## src/core/clk_gate_pkg.sv

```systemverilog
`default_nettype none
package clk_gate_pkg;
	// Drive state handed to the analog output stages
	typedef enum logic [1:0] {
		DRV_RUN,      // Clock toggling
		DRV_LOW,      // Held low
		DRV_HIGH,     // True side driven high, current set by the iref6 outputs
		DRV_TRI       // Both sides undriven
	} drive_e;

	// Register offsets
	localparam logic [3:0] REG_OE     = 4'h0;
	localparam logic [3:0] REG_FREE   = 4'h1;
	localparam logic [3:0] REG_TRI    = 4'h2;
	localparam logic [3:0] REG_SE     = 4'h5;
	localparam logic [3:0] REG_STATUS = 4'h8;

	// Reset values
	localparam logic [7:0] OE_RST   = 8'h0F;
	localparam logic [7:0] FREE_RST = 8'h00;
	localparam logic [7:0] TRI_RST  = 8'h00;
	localparam logic [7:0] SE_RST   = 8'h9F;
	localparam logic [7:0] SE_MASK  = 8'hBF;  // Bit 6 reserved, reads 0

	// Field positions
	localparam int CPU_N       = 3;   // Number of CPU pairs
	localparam int SRC_BIT     = 3;   // Pair bit in OE and FREE registers
	localparam int TRI_CPD_LSB = 3;   // CPU power-down tristate bits [5:3]
	localparam int TRI_SSTOP   = 6;   // Pair stop tristate bit
	localparam int TRI_SPD     = 7;   // Pair power-down tristate bit
	localparam int SE_SEL      = 5;   // Shared pin select: 1 = 48 MHz
	localparam int SE_SH_EN    = 4;   // Shared pin enable

	// Input synchroniser lanes
	localparam int SY_PD   = 0;
	localparam int SY_CSTP = 1;
	localparam int SY_PSTP = 2;
	localparam int SY_CPUC = 3;
	localparam int SY_C66  = 4;
	localparam int SY_D48  = 5;
	localparam int SY_N    = 6;

	// Timing
	localparam int CLK_PS         = 20000;     // Core clock period
	localparam int PD_EXIT_US     = 1800;      // Power-down exit, longest
	localparam int PD_HIGH_US     = 300;       // Undriven pair to high, longest
	localparam int SH_LOW_PS      = 7490;      // Shared pin low, least
	localparam int PD_EXIT_CYC    = (PD_EXIT_US * 1000000) / CLK_PS;
	localparam int PD_HIGH_CYC    = (PD_HIGH_US * 1000000) / CLK_PS;
	localparam int SH_LOW_CYC_RAW = (SH_LOW_PS + CLK_PS - 1) / CLK_PS;
	localparam int SH_LOW_CYC     = (SH_LOW_CYC_RAW < 1) ? 1 : SH_LOW_CYC_RAW;
	localparam int PD_SAMPLES     = 2;         // Low samples before entry
	localparam int CNT_W          = 17;
	localparam logic [CNT_W-1:0] CNT_ONE = 17'h0_0001;
endpackage
`default_nettype wire

```

## src/core/clk_output_gate.sv

```systemverilog
// The plain strobed port and the register offsets were chosen for this implementation.
`default_nettype none
module clk_output_gate #(
	parameter int PD_EXIT_CYC = clk_gate_pkg::PD_EXIT_CYC,
	parameter int PD_HIGH_CYC = clk_gate_pkg::PD_HIGH_CYC
) (
	// Clock and reset
	input  wire logic                 core_clk,
	input  wire logic                 reset,
	// Power management pins, asynchronous, active low
	input  wire logic                 power_down_n,
	input  wire logic                 cpu_stop_n,
	input  wire logic                 pci_stop_n,
	// Internal clock references, sampled
	input  wire logic                 cpu_comp_clk,
	input  wire logic                 clk66_source,
	input  wire logic                 dot_clock_48m_source,
	// Register port
	input  wire logic [3:0]           reg_addr,
	input  wire logic [7:0]           reg_wdata,
	input  wire logic                 reg_wr,
	input  wire logic                 reg_rd,
	output var  logic [7:0]           reg_rdata,
	// Drive states to the output stages
	output var  clk_gate_pkg::drive_e [2:0] cpu_drive,
	output var  logic [2:0]           cpu_iref6,
	output var  clk_gate_pkg::drive_e serial_ref_pair_drive,
	output var  logic                 serial_ref_pair_iref6,
	output var  clk_gate_pkg::drive_e [3:0] clk66_output_drive,
	output var  clk_gate_pkg::drive_e shared_drive,
	output var  logic                 video_48m_output_sel
);
	// Power-down sequencer states
	typedef enum logic [1:0] {PD_RUN, PD_DOWN, PD_EXIT} pd_e;
	// Shared pin switch states
	typedef enum logic [2:0] {
		SH_66, SH_LOW48, SH_WAIT48, SH_48, SH_LOW66, SH_WAIT66
	} sh_e;

	logic [clk_gate_pkg::SY_N-1:0] sync1;     // First synchroniser stage
	logic [clk_gate_pkg::SY_N-1:0] sync2;     // Second stage, safe to read
	logic [clk_gate_pkg::SY_N-1:0] sync_prev; // Previous sync2 for edges
	logic [7:0]  oe_reg;                      // Output enables
	logic [7:0]  free_reg;                    // Free-running bits
	logic [7:0]  tri_reg;                     // Tristate control byte two
	logic [7:0]  se_reg;                      // Single-ended control byte
	pd_e         pd_state;                    // Power-down phase
	logic [1:0]  pd_low_cnt;                  // Consecutive low samples
	logic [clk_gate_pkg::CNT_W-1:0] exit_cnt; // Exit delay countdown
	logic        se_hold;                     // Single-ended outputs held
	sh_e         sh_state;                    // Shared pin switch state
	logic [clk_gate_pkg::CNT_W-1:0] sh_cnt;   // Shared pin low time
	logic        cpuc_rise;                   // Complement rising edge
	logic        cpuc_fall;                   // Complement falling edge
	logic        cpuc_edge;                   // Any complement transition
	logic        c66_fall;                    // 66 MHz falling edge
	logic        c66_rise;                    // 66 MHz rising edge
	logic        d48_fall;                    // 48 MHz falling edge
	logic        d48_rise;                    // 48 MHz rising edge
	logic        pd_pin;                      // Power-down asserted
	logic        cstop;                       // CPU stop asserted
	logic        pstop;                       // PCI stop asserted
	logic        pd_hold;                     // Clocks held by power-down

	// Target drive state and current level for one pair
	function automatic logic [2:0] pair_target(
		input logic oe, input logic free, input logic stop_tri,
		input logic pd_tri, input logic stop, input pd_e ph);
		pair_target = {1'b0, clk_gate_pkg::DRV_RUN};
		if (!oe) begin
			pair_target = {1'b0, clk_gate_pkg::DRV_TRI};
		end else if (ph == PD_DOWN) begin
			pair_target = pd_tri ? {1'b0, clk_gate_pkg::DRV_TRI}
			                     : {1'b0, clk_gate_pkg::DRV_HIGH};
		end else if (ph == PD_EXIT) begin
			pair_target = {1'b0, clk_gate_pkg::DRV_HIGH};
		end else if (stop && !free) begin
			pair_target = stop_tri ? {1'b0, clk_gate_pkg::DRV_TRI}
			                       : {1'b1, clk_gate_pkg::DRV_HIGH};
		end
	endfunction

	// Two-flop synchronisers for pins and clock references
	always_ff @(posedge core_clk or posedge reset) begin
		if (reset) begin
			// Pins idle high, clock lanes idle low: no false edge
			sync1     <= 6'h07;
			sync2     <= 6'h07;
			sync_prev <= 6'h07;
		end else begin
			sync1     <= {dot_clock_48m_source, clk66_source, cpu_comp_clk,
			              pci_stop_n, cpu_stop_n, power_down_n};
			sync2     <= sync1;
			sync_prev <= sync2;
		end
	end

	// Edge strobes and asserted levels
	always_comb begin
		cpuc_rise = sync2[clk_gate_pkg::SY_CPUC]
		          & ~sync_prev[clk_gate_pkg::SY_CPUC];
		cpuc_fall = ~sync2[clk_gate_pkg::SY_CPUC]
		          & sync_prev[clk_gate_pkg::SY_CPUC];
		cpuc_edge = cpuc_rise | cpuc_fall;
		c66_rise  = sync2[clk_gate_pkg::SY_C66] & ~sync_prev[clk_gate_pkg::SY_C66];
		c66_fall  = ~sync2[clk_gate_pkg::SY_C66] & sync_prev[clk_gate_pkg::SY_C66];
		d48_rise  = sync2[clk_gate_pkg::SY_D48] & ~sync_prev[clk_gate_pkg::SY_D48];
		d48_fall  = ~sync2[clk_gate_pkg::SY_D48] & sync_prev[clk_gate_pkg::SY_D48];
		pd_pin    = ~sync2[clk_gate_pkg::SY_PD];
		cstop     = ~sync2[clk_gate_pkg::SY_CSTP];
		pstop     = ~sync2[clk_gate_pkg::SY_PSTP];
		pd_hold   = (pd_state != PD_RUN);
	end

	// Register writes
	always_ff @(posedge core_clk or posedge reset) begin
		if (reset) begin
			oe_reg   <= clk_gate_pkg::OE_RST;
			free_reg <= clk_gate_pkg::FREE_RST;
			tri_reg  <= clk_gate_pkg::TRI_RST;
			se_reg   <= clk_gate_pkg::SE_RST;
		end else if (reg_wr) begin
			case (reg_addr)
				clk_gate_pkg::REG_OE:   oe_reg   <= reg_wdata;
				clk_gate_pkg::REG_FREE: free_reg <= reg_wdata;
				clk_gate_pkg::REG_TRI:  tri_reg  <= reg_wdata;
				clk_gate_pkg::REG_SE:
					se_reg <= reg_wdata & clk_gate_pkg::SE_MASK;
				default: begin
					// Unmapped or read-only: ignored
				end
			endcase
		end
	end

	// Register reads, data one cycle after the strobe
	always_ff @(posedge core_clk or posedge reset) begin
		if (reset) begin
			reg_rdata <= 8'h00;
		end else if (reg_rd) begin
			case (reg_addr)
				clk_gate_pkg::REG_OE:     reg_rdata <= oe_reg;
				clk_gate_pkg::REG_FREE:   reg_rdata <= free_reg;
				clk_gate_pkg::REG_TRI:    reg_rdata <= tri_reg;
				clk_gate_pkg::REG_SE:     reg_rdata <= se_reg;
				clk_gate_pkg::REG_STATUS:
					reg_rdata <= {3'h0, sh_state, pd_state};
				default:                  reg_rdata <= 8'h00;
			endcase
		end else begin
			reg_rdata <= 8'h00;
		end
	end

	// Power-down entry and exit sequencing
	always_ff @(posedge core_clk or posedge reset) begin
		if (reset) begin
			pd_state   <= PD_RUN;
			pd_low_cnt <= 2'h0;
			exit_cnt   <= '0;
		end else begin
			case (pd_state)
				PD_RUN: begin
					// Count low samples on complement rising edges
					if (cpuc_rise) begin
						if (!pd_pin) begin
							pd_low_cnt <= 2'h0;
						end else if (pd_low_cnt == 2'(clk_gate_pkg::PD_SAMPLES - 1)) begin
							pd_low_cnt <= 2'h0;
							pd_state   <= PD_DOWN;
						end else begin
							pd_low_cnt <= pd_low_cnt + 2'h1;
						end
					end
				end
				PD_DOWN: begin
					if (!pd_pin) begin
						pd_state <= PD_EXIT;
						exit_cnt <= clk_gate_pkg::CNT_W'(PD_EXIT_CYC);
					end
				end
				PD_EXIT: begin
					// Controls are re-read when the delay runs out
					if (pd_pin) begin
						pd_state <= PD_DOWN;
					end else if (exit_cnt == clk_gate_pkg::CNT_ONE) begin
						pd_state <= PD_RUN;
						exit_cnt <= '0;
					end else begin
						exit_cnt <= exit_cnt - clk_gate_pkg::CNT_ONE;
					end
				end
				default: pd_state <= PD_RUN;
			endcase
		end
	end

	// CPU pairs: stop or hold at complement edges, leave tristate at once
	always_ff @(posedge core_clk or posedge reset) begin
		if (reset) begin
			for (int i = 0; i < clk_gate_pkg::CPU_N; i++) begin
				cpu_drive[i] <= clk_gate_pkg::DRV_RUN;
				cpu_iref6[i] <= 1'b0;
			end
		end else begin
			for (int i = 0; i < clk_gate_pkg::CPU_N; i++) begin
				logic [2:0] t;
				t = pair_target(oe_reg[i], free_reg[i], tri_reg[i],
				                tri_reg[clk_gate_pkg::TRI_CPD_LSB + i],
				                cstop, pd_state);
				// Power-down holds on the falling complement edge,
				// stop on any edge; disable and exit act directly
				if ((pd_state == PD_DOWN && cpuc_fall)
				    || (pd_state != PD_DOWN && cpuc_edge)
				    || !oe_reg[i] || pd_state == PD_EXIT
				    || (cpu_drive[i] == clk_gate_pkg::DRV_TRI
				        && t[1:0] != 2'(clk_gate_pkg::DRV_TRI))) begin
					cpu_drive[i] <= clk_gate_pkg::drive_e'(t[1:0]);
					cpu_iref6[i] <= t[2];
				end
			end
		end
	end

	// Serial reference pair, governed by PCI stop
	always_ff @(posedge core_clk or posedge reset) begin
		if (reset) begin
			serial_ref_pair_drive <= clk_gate_pkg::DRV_RUN;
			serial_ref_pair_iref6 <= 1'b0;
		end else begin
			logic [2:0] t;
			t = pair_target(oe_reg[clk_gate_pkg::SRC_BIT],
			                free_reg[clk_gate_pkg::SRC_BIT],
			                tri_reg[clk_gate_pkg::TRI_SSTOP],
			                tri_reg[clk_gate_pkg::TRI_SPD],
			                pstop, pd_state);
			if ((pd_state == PD_DOWN && cpuc_fall)
			    || (pd_state != PD_DOWN && cpuc_edge)
			    || !oe_reg[clk_gate_pkg::SRC_BIT]
			    || pd_state == PD_EXIT) begin
				serial_ref_pair_drive <= clk_gate_pkg::drive_e'(t[1:0]);
				serial_ref_pair_iref6 <= t[2];
			end
		end
	end

	// Single-ended hold, taken and released on a 66 MHz falling edge
	always_ff @(posedge core_clk or posedge reset) begin
		if (reset) begin
			se_hold <= 1'b0;
		end else if (c66_fall) begin
			se_hold <= pd_hold;
		end
	end

	// 66 MHz outputs: running or held low
	always_ff @(posedge core_clk or posedge reset) begin
		if (reset) begin
			clk66_output_drive <= {4{clk_gate_pkg::DRV_RUN}};
		end else begin
			for (int i = 0; i < 4; i++) begin
				clk66_output_drive[i] <= (se_hold || !se_reg[i])
				                       ? clk_gate_pkg::DRV_LOW : clk_gate_pkg::DRV_RUN;
			end
		end
	end

	// Shared pin source switch, low gap between sources
	always_ff @(posedge core_clk or posedge reset) begin
		if (reset) begin
			sh_state <= SH_66;
			sh_cnt   <= '0;
		end else begin
			case (sh_state)
				SH_66: begin
					if (se_reg[clk_gate_pkg::SE_SEL] && c66_fall) begin
						sh_state <= SH_LOW48;
						sh_cnt   <= clk_gate_pkg::CNT_W'(clk_gate_pkg::SH_LOW_CYC);
					end
				end
				SH_LOW48: begin
					if (sh_cnt <= clk_gate_pkg::CNT_ONE) begin
						sh_state <= SH_WAIT48;
					end
					sh_cnt <= sh_cnt - clk_gate_pkg::CNT_ONE;
				end
				SH_WAIT48: begin
					if (d48_rise) begin
						sh_state <= SH_48;
					end
				end
				SH_48: begin
					if (!se_reg[clk_gate_pkg::SE_SEL] && d48_fall) begin
						sh_state <= SH_LOW66;
						sh_cnt   <= clk_gate_pkg::CNT_W'(clk_gate_pkg::SH_LOW_CYC);
					end
				end
				SH_LOW66: begin
					if (sh_cnt <= clk_gate_pkg::CNT_ONE) begin
						sh_state <= SH_WAIT66;
					end
					sh_cnt <= sh_cnt - clk_gate_pkg::CNT_ONE;
				end
				SH_WAIT66: begin
					if (c66_rise) begin
						sh_state <= SH_66;
					end
				end
				default: sh_state <= SH_66;
			endcase
		end
	end

	// Shared pin drive and source select
	always_ff @(posedge core_clk or posedge reset) begin
		if (reset) begin
			shared_drive         <= clk_gate_pkg::DRV_RUN;
			video_48m_output_sel <= 1'b0;
		end else begin
			video_48m_output_sel <= (sh_state == SH_48);
			if (se_hold || !se_reg[clk_gate_pkg::SE_SH_EN]
			    || (sh_state != SH_66 && sh_state != SH_48)) begin
				shared_drive <= clk_gate_pkg::DRV_LOW;
			end else begin
				shared_drive <= clk_gate_pkg::DRV_RUN;
			end
		end
	end

	// Checks
	logic [clk_gate_pkg::CNT_W-1:0] exit_age;  // Cycles since exit began
	always_ff @(posedge core_clk or posedge reset) begin
		if (reset) begin
			exit_age <= '0;
		end else if (pd_state == PD_EXIT) begin
			exit_age <= exit_age + clk_gate_pkg::CNT_ONE;
		end else begin
			exit_age <= '0;
		end
	end

	AST_DISABLED_TRI: assert property (@(posedge core_clk) disable iff (reset)
		!oe_reg[0] |=> cpu_drive[0] == clk_gate_pkg::DRV_TRI)
		else $error("disabled pair not tristated");
	AST_PD_ENTRY_TWO: assert property (@(posedge core_clk) disable iff (reset)
		$rose(pd_state == PD_DOWN) |-> pd_pin && $past(pd_state) == PD_RUN)
		else $error("power-down entered without samples");
	AST_PD_HIGH: assert property (@(posedge core_clk) disable iff (reset)
		pd_state == PD_DOWN && cpuc_fall && oe_reg[0]
		&& !tri_reg[clk_gate_pkg::TRI_CPD_LSB] && pd_pin
		|=> cpu_drive[0] == clk_gate_pkg::DRV_HIGH && !cpu_iref6[0])
		else $error("pair not driven high in power-down");
	AST_EXIT_HIGH: assert property (@(posedge core_clk) disable iff (reset)
		$rose(pd_state == PD_EXIT) && oe_reg[1]
		|=> cpu_drive[1] == clk_gate_pkg::DRV_HIGH)
		else $error("pair not driven high on exit");
	AST_EXIT_LEN: assert property (@(posedge core_clk) disable iff (reset)
		pd_state == PD_EXIT |-> exit_age < clk_gate_pkg::CNT_W'(PD_EXIT_CYC))
		else $error("exit delay too long");
	AST_FREE_RUN: assert property (@(posedge core_clk) disable iff (reset)
		pd_state == PD_RUN && free_reg[2] && oe_reg[2] && cpuc_edge
		|=> cpu_drive[2] == clk_gate_pkg::DRV_RUN)
		else $error("free-running pair stopped");
	AST_STOP_IREF6: assert property (@(posedge core_clk) disable iff (reset)
		pd_state == PD_RUN && cstop && oe_reg[0] && !free_reg[0]
		&& !tri_reg[0] && cpuc_edge
		|=> cpu_drive[0] == clk_gate_pkg::DRV_HIGH && cpu_iref6[0])
		else $error("stopped pair not at six times current");
	AST_NEVER_TRI: assert property (@(posedge core_clk) disable iff (reset)
		oe_reg[0] && !tri_reg[0] && !tri_reg[clk_gate_pkg::TRI_CPD_LSB]
		&& $past(oe_reg[0]) && !$past(tri_reg[0])
		&& !$past(tri_reg[clk_gate_pkg::TRI_CPD_LSB])
		|-> cpu_drive[0] != clk_gate_pkg::DRV_TRI)
		else $error("pair tristated with bits clear");
	AST_SHARED_GAP: assert property (@(posedge core_clk) disable iff (reset)
		sh_state == SH_LOW48 |=> shared_drive == clk_gate_pkg::DRV_LOW)
		else $error("shared pin not low during switch");
	AST_SE_LOW: assert property (@(posedge core_clk) disable iff (reset)
		se_hold |=> clk66_output_drive[0] == clk_gate_pkg::DRV_LOW)
		else $error("single-ended output not held low");

	COV_PD_CYCLE: cover property (@(posedge core_clk) disable iff (reset)
		pd_state == PD_EXIT ##1 pd_state == PD_RUN);
	COV_STOP_TRI: cover property (@(posedge core_clk) disable iff (reset)
		cpu_drive[0] == clk_gate_pkg::DRV_TRI && cstop);
	COV_SWITCH48: cover property (@(posedge core_clk) disable iff (reset)
		sh_state == SH_WAIT48 ##1 sh_state == SH_48);
endmodule
`default_nettype wire

```

## config.mk

```make
export PLATFORM = sky130hd
export DESIGN_NAME = clk_output_gate
export DESIGN_NICKNAME = d
export VERILOG_FILES = /design/src/core/clk_gate_pkg.sv /design/src/core/clk_output_gate.sv
export SDC_FILE = /design/constraint.sdc
export NUM_CORES = 1
export LEC_CHECK = 0
export ABC_AREA = 1
export BUFFER_PORTS_ARGS = -buffer_cell sky130_fd_sc_hd__buf_2
export CORE_MARGIN = 5
export CORE_UTILIZATION = 30
export DETAILED_ROUTE_END_ITERATION = 16
export GPL_ROUTABILITY_DRIVEN = 0
export PLACE_DENSITY = 0.47
export SLEW_MARGIN = 20
export SYNTH_ARGS = -nofsm -noshare
export SYNTH_HDL_FRONTEND = slang
export SYNTH_SLANG_ARGS = --single-unit
```

## constraint.sdc

```tcl
create_clock -name core_clk -period 4.11 [get_ports core_clk]
set_clock_uncertainty 0.1 [all_clocks]
set_input_delay 0.411 -clock core_clk [delete_from_list [all_inputs] [get_ports core_clk]]
set_output_delay 0.411 -clock core_clk [all_outputs]
set_load 0.01 [all_outputs]
```

Yosys cells after proc, flatten, opt, wreduce, memory -nomap -nowiden. Index checks and enable logic that the tools add are counted.

Register bits after elaboration: 118. Input port bits: 22. Output and inout port bits: 31. Word-level logic and storage cells: 195.

$add $sub $neg: 3. Order comparisons: 1. Equality and inequality tests: 33. Mux-type cells: 54. Bitwise logic cells: 15. Reduce and logical (&&, ||, !) cells: 61.

Operators by type and width (number): two-way mux 17 bit (5); two-way mux 3 bit (26); one-hot mux 17 bit (3 select lines) (1); one-hot mux 8 bit (5 select lines) (1); one-hot mux 17 bit (2 select lines) (1); subtractor 17 x 1 -> 17 bit, second input constant (2); != test 2 bit, second input constant (14); logical OR 1 bit (18); one-hot mux 3 bit (6 select lines) (1); == test 17 x 1 -> 1 bit, second input constant (1); <= comparator 17 x 1 -> 1 bit, second input constant (1); two-way mux 2 bit (8); logical NOT 1 bit (14); logical AND 1 bit (12); AND reduction 2 bit (5); two-way mux 1 bit (9); == test 2 bit, second input constant (4); two-way mux 8 bit (1); inverter 1 bit (8); AND 1 bit (6); == test 3 x 2 -> 1 bit, second input constant (2); == test 3 bit, second input constant (2); one-hot mux 2 bit (3 select lines) (1); AND reduction 3 bit (2); other kinds (19) (22).

Depth between registers and ports, before layout. Gate-level depths: netlist (run 1).

Depth in word-level cells: 9. Mapped depth: 10. Gate-level depth less buffers: 10.

Worst setup path before layout (run 1). Ideal clock, no wire load.

Path type: register to register. From: reg exit_cnt[0] in the netlist's numbering. To: reg exit_cnt[12] in the netlist's numbering. Setup time: 0.113 ns. Arrival: 1.293 ns. Required time: 3.897 ns. Path slack: 2.604 ns. Stages on the path, launching flop included: 10. Path through: dfrtp_1 -> inv_1 -> ha_1 -> nand2_1 -> nor2_1 -> nand3_1 -> nand2_1 -> nand2_1 -> nand2_1 -> inv_1.

Cells in the longest elaborated chain, start to end: 4. Elaborated cells on any way between the ends: 5.

Ends and longest elaborated chain: start: declaration (line clk_output_gate.sv:49) `logic [clk_gate_pkg::CNT_W-1:0] exit_cnt;`; start signal: assignment (line clk_output_gate.sv:179) `exit_cnt <= clk_gate_pkg::CNT_W'(PD_EXIT_CYC);`; start signal: assignment (line clk_output_gate.sv:190) `exit_cnt <= exit_cnt - clk_gate_pkg::CNT_ONE;`; subtractor 17 x 1 -> 17 bit or == test 17 x 1 -> 1 bit (tied branches) (line clk_output_gate.sv:190, clk_output_gate.sv:186); two-way mux 17 bit * (line clk_output_gate.sv:186) `end else if (exit_cnt == clk_gate_pkg::CNT_ONE) begin`; two-way mux 17 bit * (line clk_output_gate.sv:184) `if (pd_pin) begin`; one-hot mux 17 bit (2 select lines) * (line clk_output_gate.sv:162) `case (pd_state)`.

Every way passes the cells marked *; elsewhere a longest branch is shown, timed or not. The select of a mux whose other input is x is not followed. A chain may end at the register's enable or synchronous reset.

Final worst setup path (run 1).
From: reg sh_state[2]. To: reg sh_cnt[1] in the netlist's numbering.

Cells in the longest elaborated chain, start to end: 4. Elaborated cells on any way between the ends: 10.

Ends and longest elaborated chain: start: declaration (line clk_output_gate.sv:51) `sh_e sh_state;`; start signal: assignment (line clk_output_gate.sv:271) `sh_state <= SH_66;`; start signal: assignment (line clk_output_gate.sv:277) `sh_state <= SH_LOW48;`; start signal: assignment (line clk_output_gate.sv:283) `sh_state <= SH_WAIT48;`; == test 3 bit or == test 3 x 1 -> 1 bit (tied branches) (line clk_output_gate.sv:274) `case (sh_state)`; OR reduction 2 bit (no line); nonzero test 3 bit (no line); AND reduction 3 bit (no line); end signal: assignment (line clk_output_gate.sv:278) `sh_cnt <= clk_gate_pkg::CNT_W'(clk_gate_pkg::SH_LOW_CYC);`; end signal: assignment (line clk_output_gate.sv:285) `sh_cnt <= sh_cnt - clk_gate_pkg::CNT_ONE;`; end signal: assignment (line clk_output_gate.sv:295) `sh_cnt <= clk_gate_pkg::CNT_W'(clk_gate_pkg::SH_LOW_CYC);`; end: declaration (line clk_output_gate.sv:52) `logic [clk_gate_pkg::CNT_W-1:0] sh_cnt;`.

Parallel ways exist; a longest one is shown, timed or not.

==> results.json, run 1 <==
{
  "fillers": 1920,
  "synth_top_area_share": 0.431,
  "dr.pass1.iters": 4,
  "crit_fanout": 13,
  "post-route-min-period_ns": 2.05,
  "slew_headroom": 0.480,
  "violations": "negative hold slack",
  "num_rows": 50,
  "whs_ns": -0.00620,
  "final.period_utilization": 0.500,
  "cts_buffers": 17,
  "critPathArrivalTime_ns": 2.24,
  "area_growth_pct": 20.2,
  "crit_start": "sh_state[2]",
  "rsz0062_at_grt": "no",
  "place_hpwl_microns": 10300,
  "cts_max_path_buffers": 2,
  "r2r_cells": 7,
  "synth_seq_area_share": 0.505,
  "layout_commonest_cell": "nand2_1",
  "synthCells": 728,
  "final-hold-violation-count": 13,
  "yosys-top-cells-area": "dfrtp_1 (43%), nand2_1 (15%), dfstp_2 (7.4%), inv_1 (5.8%), nand3_1 (5.8%)",
  "synth.distinct_cells": 36,
  "synthArstFlopShare": 1.00,
  "fmax_mhz": 487,
  "top_regs": "exit_cnt (17), sh_cnt (17)",
  "critical_path_required_ns": 4.30,
  "start_util": 0.304,
  "drcViolationCount": 0,
  "yosys.area.top_type": "dfrtp_1",
  "mostFrequentLayoutCells": "nand2_1 (222), dfrtp_1 (98), inv_1 (87)",
  "placed_cells": 1001,
  "grt_pass1_vias": 4732,
  "path_class": "reg2reg",
  "netlist_area_sq_um": 5690,
  "cap_violations": 0,
  "worstHoldPathType": "in2async",
  "antenna_cells": 0,
  "drt_iter0_drc": 218,
  "die_h_microns": 148,
  "p_leak_nw": 3.36,
  "cts.sinks": 114,
  "syn_avg_cell_area_sq_um": 7.82,
  "instances_no_fill": 1038,
  "r2r_start": "sh_state[2]",
  "synth_edf_count": 0,
  "cts_tree": "built",
  "fin_nets": 819,
  "core_sq_um": 18700,
  "wire_per_inst_microns": 13.3,
  "die_area_sq_um": 21800,
  "maxSlewViolCount": 0,
  "gr-total-overflow": 0,
  "fin_setup_tns_ns": 0,
  "cts_max_level": 4,
  "worst_slew_pin_slew_ns": 0.777,
  "cts.clk_slew.worst_paths_ns": 0.06,
  "grt_pass1_wl_microns": 23500,
  "wirelength_microns": 13800,
  "ir_drop_v": 0.000287,
  "crit_path_start_kind": "register",
  "cts_setup_buffers": 0,
  "gr-usage-all-layers": 0.134,
  "routed-via-count": 4672,
  "grt_max_degree": 52,
  "status": "finished with violations",
  "finalSetupViolations": 0,
  "synthFlopType": "dfrtp_1",
  "end_kind": "register",
  "die_x_microns": 148,
  "antenna_found_initial": 0,
  "io_buffers": 47,
  "postRouteAntennaNets": 0,
  "cts_root_buffer": "clkbuf_16",
  "clk_latency_ns": 0.41,
  "p_per_area_nw_per_um2": 648,
  "synth_seq_cells": 114,
  "yosysWarnings": 0,
  "boundaryPins": 53,
  "drive_gt1_frac": 0.154,
  "routed_via_density": 4.50
}
[area by class of cell]
class,instances,area [sq um],share of cell area
Clock inverter,12,181,0.0265
Clock buffer,20,457,0.0668
Timing Repair Buffer,54,300,0.0439
Multi-Input combinational cell,512,2390,0.349
Inverter,92,348,0.0509
Tap cell,234,293,0.0428
Sequential cell,114,2870,0.420
[where the power goes]
part | leakage [nW] | switching [mW] | internal, mW
Clock | 0.298 | 0.543 | 1.05
Sequential | 1.36 | 0.204 | 1.38
Combinational | 1.70 | 0.843 | 0.412
Total | 3.36 | 1.59 | 2.84
[cell usage after synthesis, types with 4 or more instances]
cell	instances
o211ai_1	6
inv_1	88
o21ai_0	58
inv_2	4
xor2_1	5
nor2_2	7
nand2_1	222
nand4_1	7
nor2_1	82
nand3_1	66
dfrtp_1	98
buf_2	5
a21oi_1	9
dfstp_2	16
o21ai_1	4
ha_1	6
nand2_2	4
buf_4	5
[timing repair]
| item | 4_1_cts | 5_1_grt |
|---|---|---|
| setup endpoints to repair | 0 | 0 |
| hold endpoints to repair | 5 | 0 |
| hold buffers | 5 | 0 |
| gates resized for setup | 0 | 0 |
[per-stage QoR]
| stage | util | cell area, sq um | total power [mW] | hold slack, ns | setup WS, ns |
|---|---|---|---|---|---|
| finish | 0.366 | 6840 | 4.43 | -0.00620 | 2.06 |
| global route | 0.366 | 6840 | 4.76 | 0.0131 | 1.80 |
| CTS | 0.366 | 6840 | 4.50 | 0.0100 | 2.00 |
| detailed placement | 0.329 | 6150 | 2.88 | 0.241 | 2.01 |
| global placement | 0.329 | 6150 | 2.88 | 0.246 | 2.07 |
| floorplan | - | 5710 | 2.53 | 0.231 | 0.610 |
[final timing paths]
check / to / slack (ns)
min in group core_clk: sync1[4] / 0.03
max in group asynchronous: se_reg[4] / 2.98
setup reg to reg: sh_cnt[1] / 2.06
hold / removal: exit_cnt[5] / -0.006
setup / recovery: sh_cnt[1] / 2.06
hold reg to reg: sync2[3] / 0.25
[cell families after synthesis]
| logic type | after synthesis | synth area share |
|---|---|---|
| adder cells (fa/ha/maj) | 6 | 0.0132 |
| buffers and inverters | 106 | 0.0783 |
| flip-flops | 114 | 0.505 |
| AO/OA/AOI/OAI | 90 | 0.0869 |
| other | 1 | 0.000659 |
| XOR/XNOR | 8 | 0.0123 |
| AND/OR/NAND/NOR | 403 | 0.304 |
[worst max-delay path, stage by stage (launching register included)]
cell	delay (ns)
dfrtp_1	0.51
nor3_1	0.10
o21ai_0	0.10
nand2_1	0.09
nor2_1	0.60
inv_1	0.24
nand2_1	0.10
o21ai_0	0.09
[routing by layer]
layer / vias to the layer above / track usage / routed length [microns]
met1: 2158 / 0.171 / 6550
met2: 64 / 0.226 / 6670
met4: 0 / 0.0419 / 157
li1: 2437 / - / -
met5: - / 0 / 0
met3: 13 / 0.0316 / 392
Note: power is estimated with default switching activity, not from simulation.
==> run 2, diff against run 1 <==
==> constraint.sdc (replaced) <==
create_clock -name core_clk -period 2.05 [get_ports core_clk]
set_clock_uncertainty 0.1 [all_clocks]
set_input_delay 0.205 -clock core_clk [delete_from_list [all_inputs] [get_ports core_clk]]
set_output_delay 0.205 -clock core_clk [all_outputs]
set_load 0.01 [all_outputs]
==> results.json, run 2 (synthesis results as in run 1) <==
{
  "die_h_microns": 148,
  "layout_commonest_cell": "nand2_1",
  "worstHoldPathType": "in2reg",
  "end_kind": "register",
  "wire_per_inst_microns": 13.3,
  "cts.clk_slew.worst_paths_ns": 0.06,
  "cts_buffers": 17,
  "timing.critical_path.slowest_stage_cell": "dfrtp_1",
  "grt_pass1_wl_microns": 23500,
  "routed-via-count": 4737,
  "fillers": 1921,
  "num_rows": 50,
  "clk_latency_ns": 0.41,
  "cts_max_path_buffers": 2,
  "fmax_mhz": 551,
  "drt_iter0_drc": 310,
  "wirelength_microns": 14000,
  "die_area_sq_um": 21800,
  "dr.pass1.iters": 4,
  "fin_nets": 839,
  "final-hold-violation-count": 0,
  "gr-total-overflow": 0,
  "rsz0062_at_grt": "no",
  "drive_gt1_frac": 0.161,
  "antenna_found_initial": 0,
  "routed_via_density": 4.48,
  "antenna_cells": 0,
  "core_sq_um": 18700,
  "post-route-min-period_ns": 1.81,
  "io_buffers": 47,
  "power_mw": 8.90,
  "gr-usage-all-layers": 0.135,
  "crit_path_start_kind": "register",
  "cts.sinks": 114,
  "grt_max_degree": 115,
  "final.period_utilization": 0.885,
  "grt_pass1_vias": 4687,
  "p_per_area_nw_per_um2": 1270,
  "status": "finished, final reports clean",
  "crit_fanout": 10,
  "start_util": 0.304,
  "cts_root_buffer": "clkbuf_16",
  "place_hpwl_microns": 10200,
  "cap_violations": 0,
  "top_regs": "exit_cnt (17), sh_cnt (17)",
  "multi_input_area_sq_um": 2390,
  "postRouteAntennaNets": 0,
  "boundaryPins": 53,
  "max_stage_delay_ns": 0.45,
  "instances_no_fill": 1058,
  "ir_drop_v": 0.000601,
  "finalSetupViolations": 0,
  "drcViolationCount": 0,
  "cts_max_level": 4,
  "critPathArrivalTime_ns": 2.06,
  "critical_path_required_ns": 2.29,
  "regArea_sq_um": 2870,
  "path_class": "reg2reg",
  "placed_cells": 1012,
  "maxSlewViolCount": 0,
  "slew_headroom": 0.583,
  "fin_setup_tns_ns": 0,
  "cts_tree": "built",
  "whs_ns": 0.0247,
  "cp_common_cell": "nand2_1",
  "worst_slew_pin_slew_ns": 0.625,
  "mostFrequentLayoutCells": "nand2_1 (222), dfrtp_1 (98), inv_1 (87)",
  "cp_cell_sequence": "buf_4 -> inv_1 -> nand3_1 -> nand2_1 -> nand3_1 -> nand2_1 -> nand2_1 -> nand2_1",
  "area_growth_pct": 23.1,
  "die_x_microns": 148,
  "p_leak_nw": 3.45
}
[run 2: cell types whose count changed in the layout (fill, tap and decap cells not counted)]
cell and delta:
clkinvlp_4 -2, inv_4 -1, clkinv_4 -1, dlygate4sd3_1 +9, clkbuf_1 +3, buf_12 +1
buf_4 +10, clkinv_2 +2, nor2_1 -1, nor2_2 +1, clkbuf_8 -1
[run 2: critical path, delay by kind of cell (launching register included)]
family	cells	cell delay, ns
buffers and inverters	2	0.26
flip-flops	1	0.45
AND/OR/NAND/NOR	6	0.94
[run 2: area by class of cell]
cell class	instances	area share
timing repair buffer	74	0.0693
clock buffer	22	0.0648
tap	234	0.0418
sequential	114	0.410
inverter	92	0.0498
clock inverter	10	0.0229
multi-input combinational	512	0.341
[run 2: through the flow]
stage	setup WS (ns)	cell area, sq um	utilization
floorplan	0.373	5710	-
global placement	-0.0435	6250	0.334
detailed placement	-0.0532	6250	0.334
CTS	0.188	7000	0.374
global route	0.000767	7000	0.374
finish	0.236	7000	0.374
[run 2: timing repair]
item,in CTS,in global routing
hold buffers,14,0
endpoints found under the hold margin,114,0
endpoints found under the setup margin,5,0
resized for setup,1,0
buffers inserted,0,0
[run 2: worst paths after layout]
check / from / endpoint / slack [ns] / cells after the start
max: sh_state[2] / sh_state[2] / 0.24 / 8
min reg2reg: sync1[1] / sync2[1] / 0.25 / 0
max in group asynchronous: reset / exit_cnt[7] / 0.94 / 4
max reg2reg: sh_state[2] / sh_state[2] / 0.24 / 8
min in group asynchronous: reset / cpu_drive[1] / 0.41 / 4
min: reg_wdata[7] / free_reg[7] / 0.02 / 3
[run 2: per-layer routing]
metal | routed length [microns] | GRT usage
met5 | 0 | 0
met4 | 320 | 0.0536
met3 | 443 | 0.0300
met2 | 6780 | 0.226
met1 | 6490 | 0.168
[run 2: report_power, final]
group | total, mW | internal [mW] | leakage (nW) | switching [mW]
clock | 3.11 | 2.06 | 0.298 | 1.04
sequential | 3.18 | 2.77 | 1.36 | 0.412
combinational | 2.62 | 0.902 | 1.79 | 1.72
total | 8.90 | 5.73 | 3.45 | 3.17
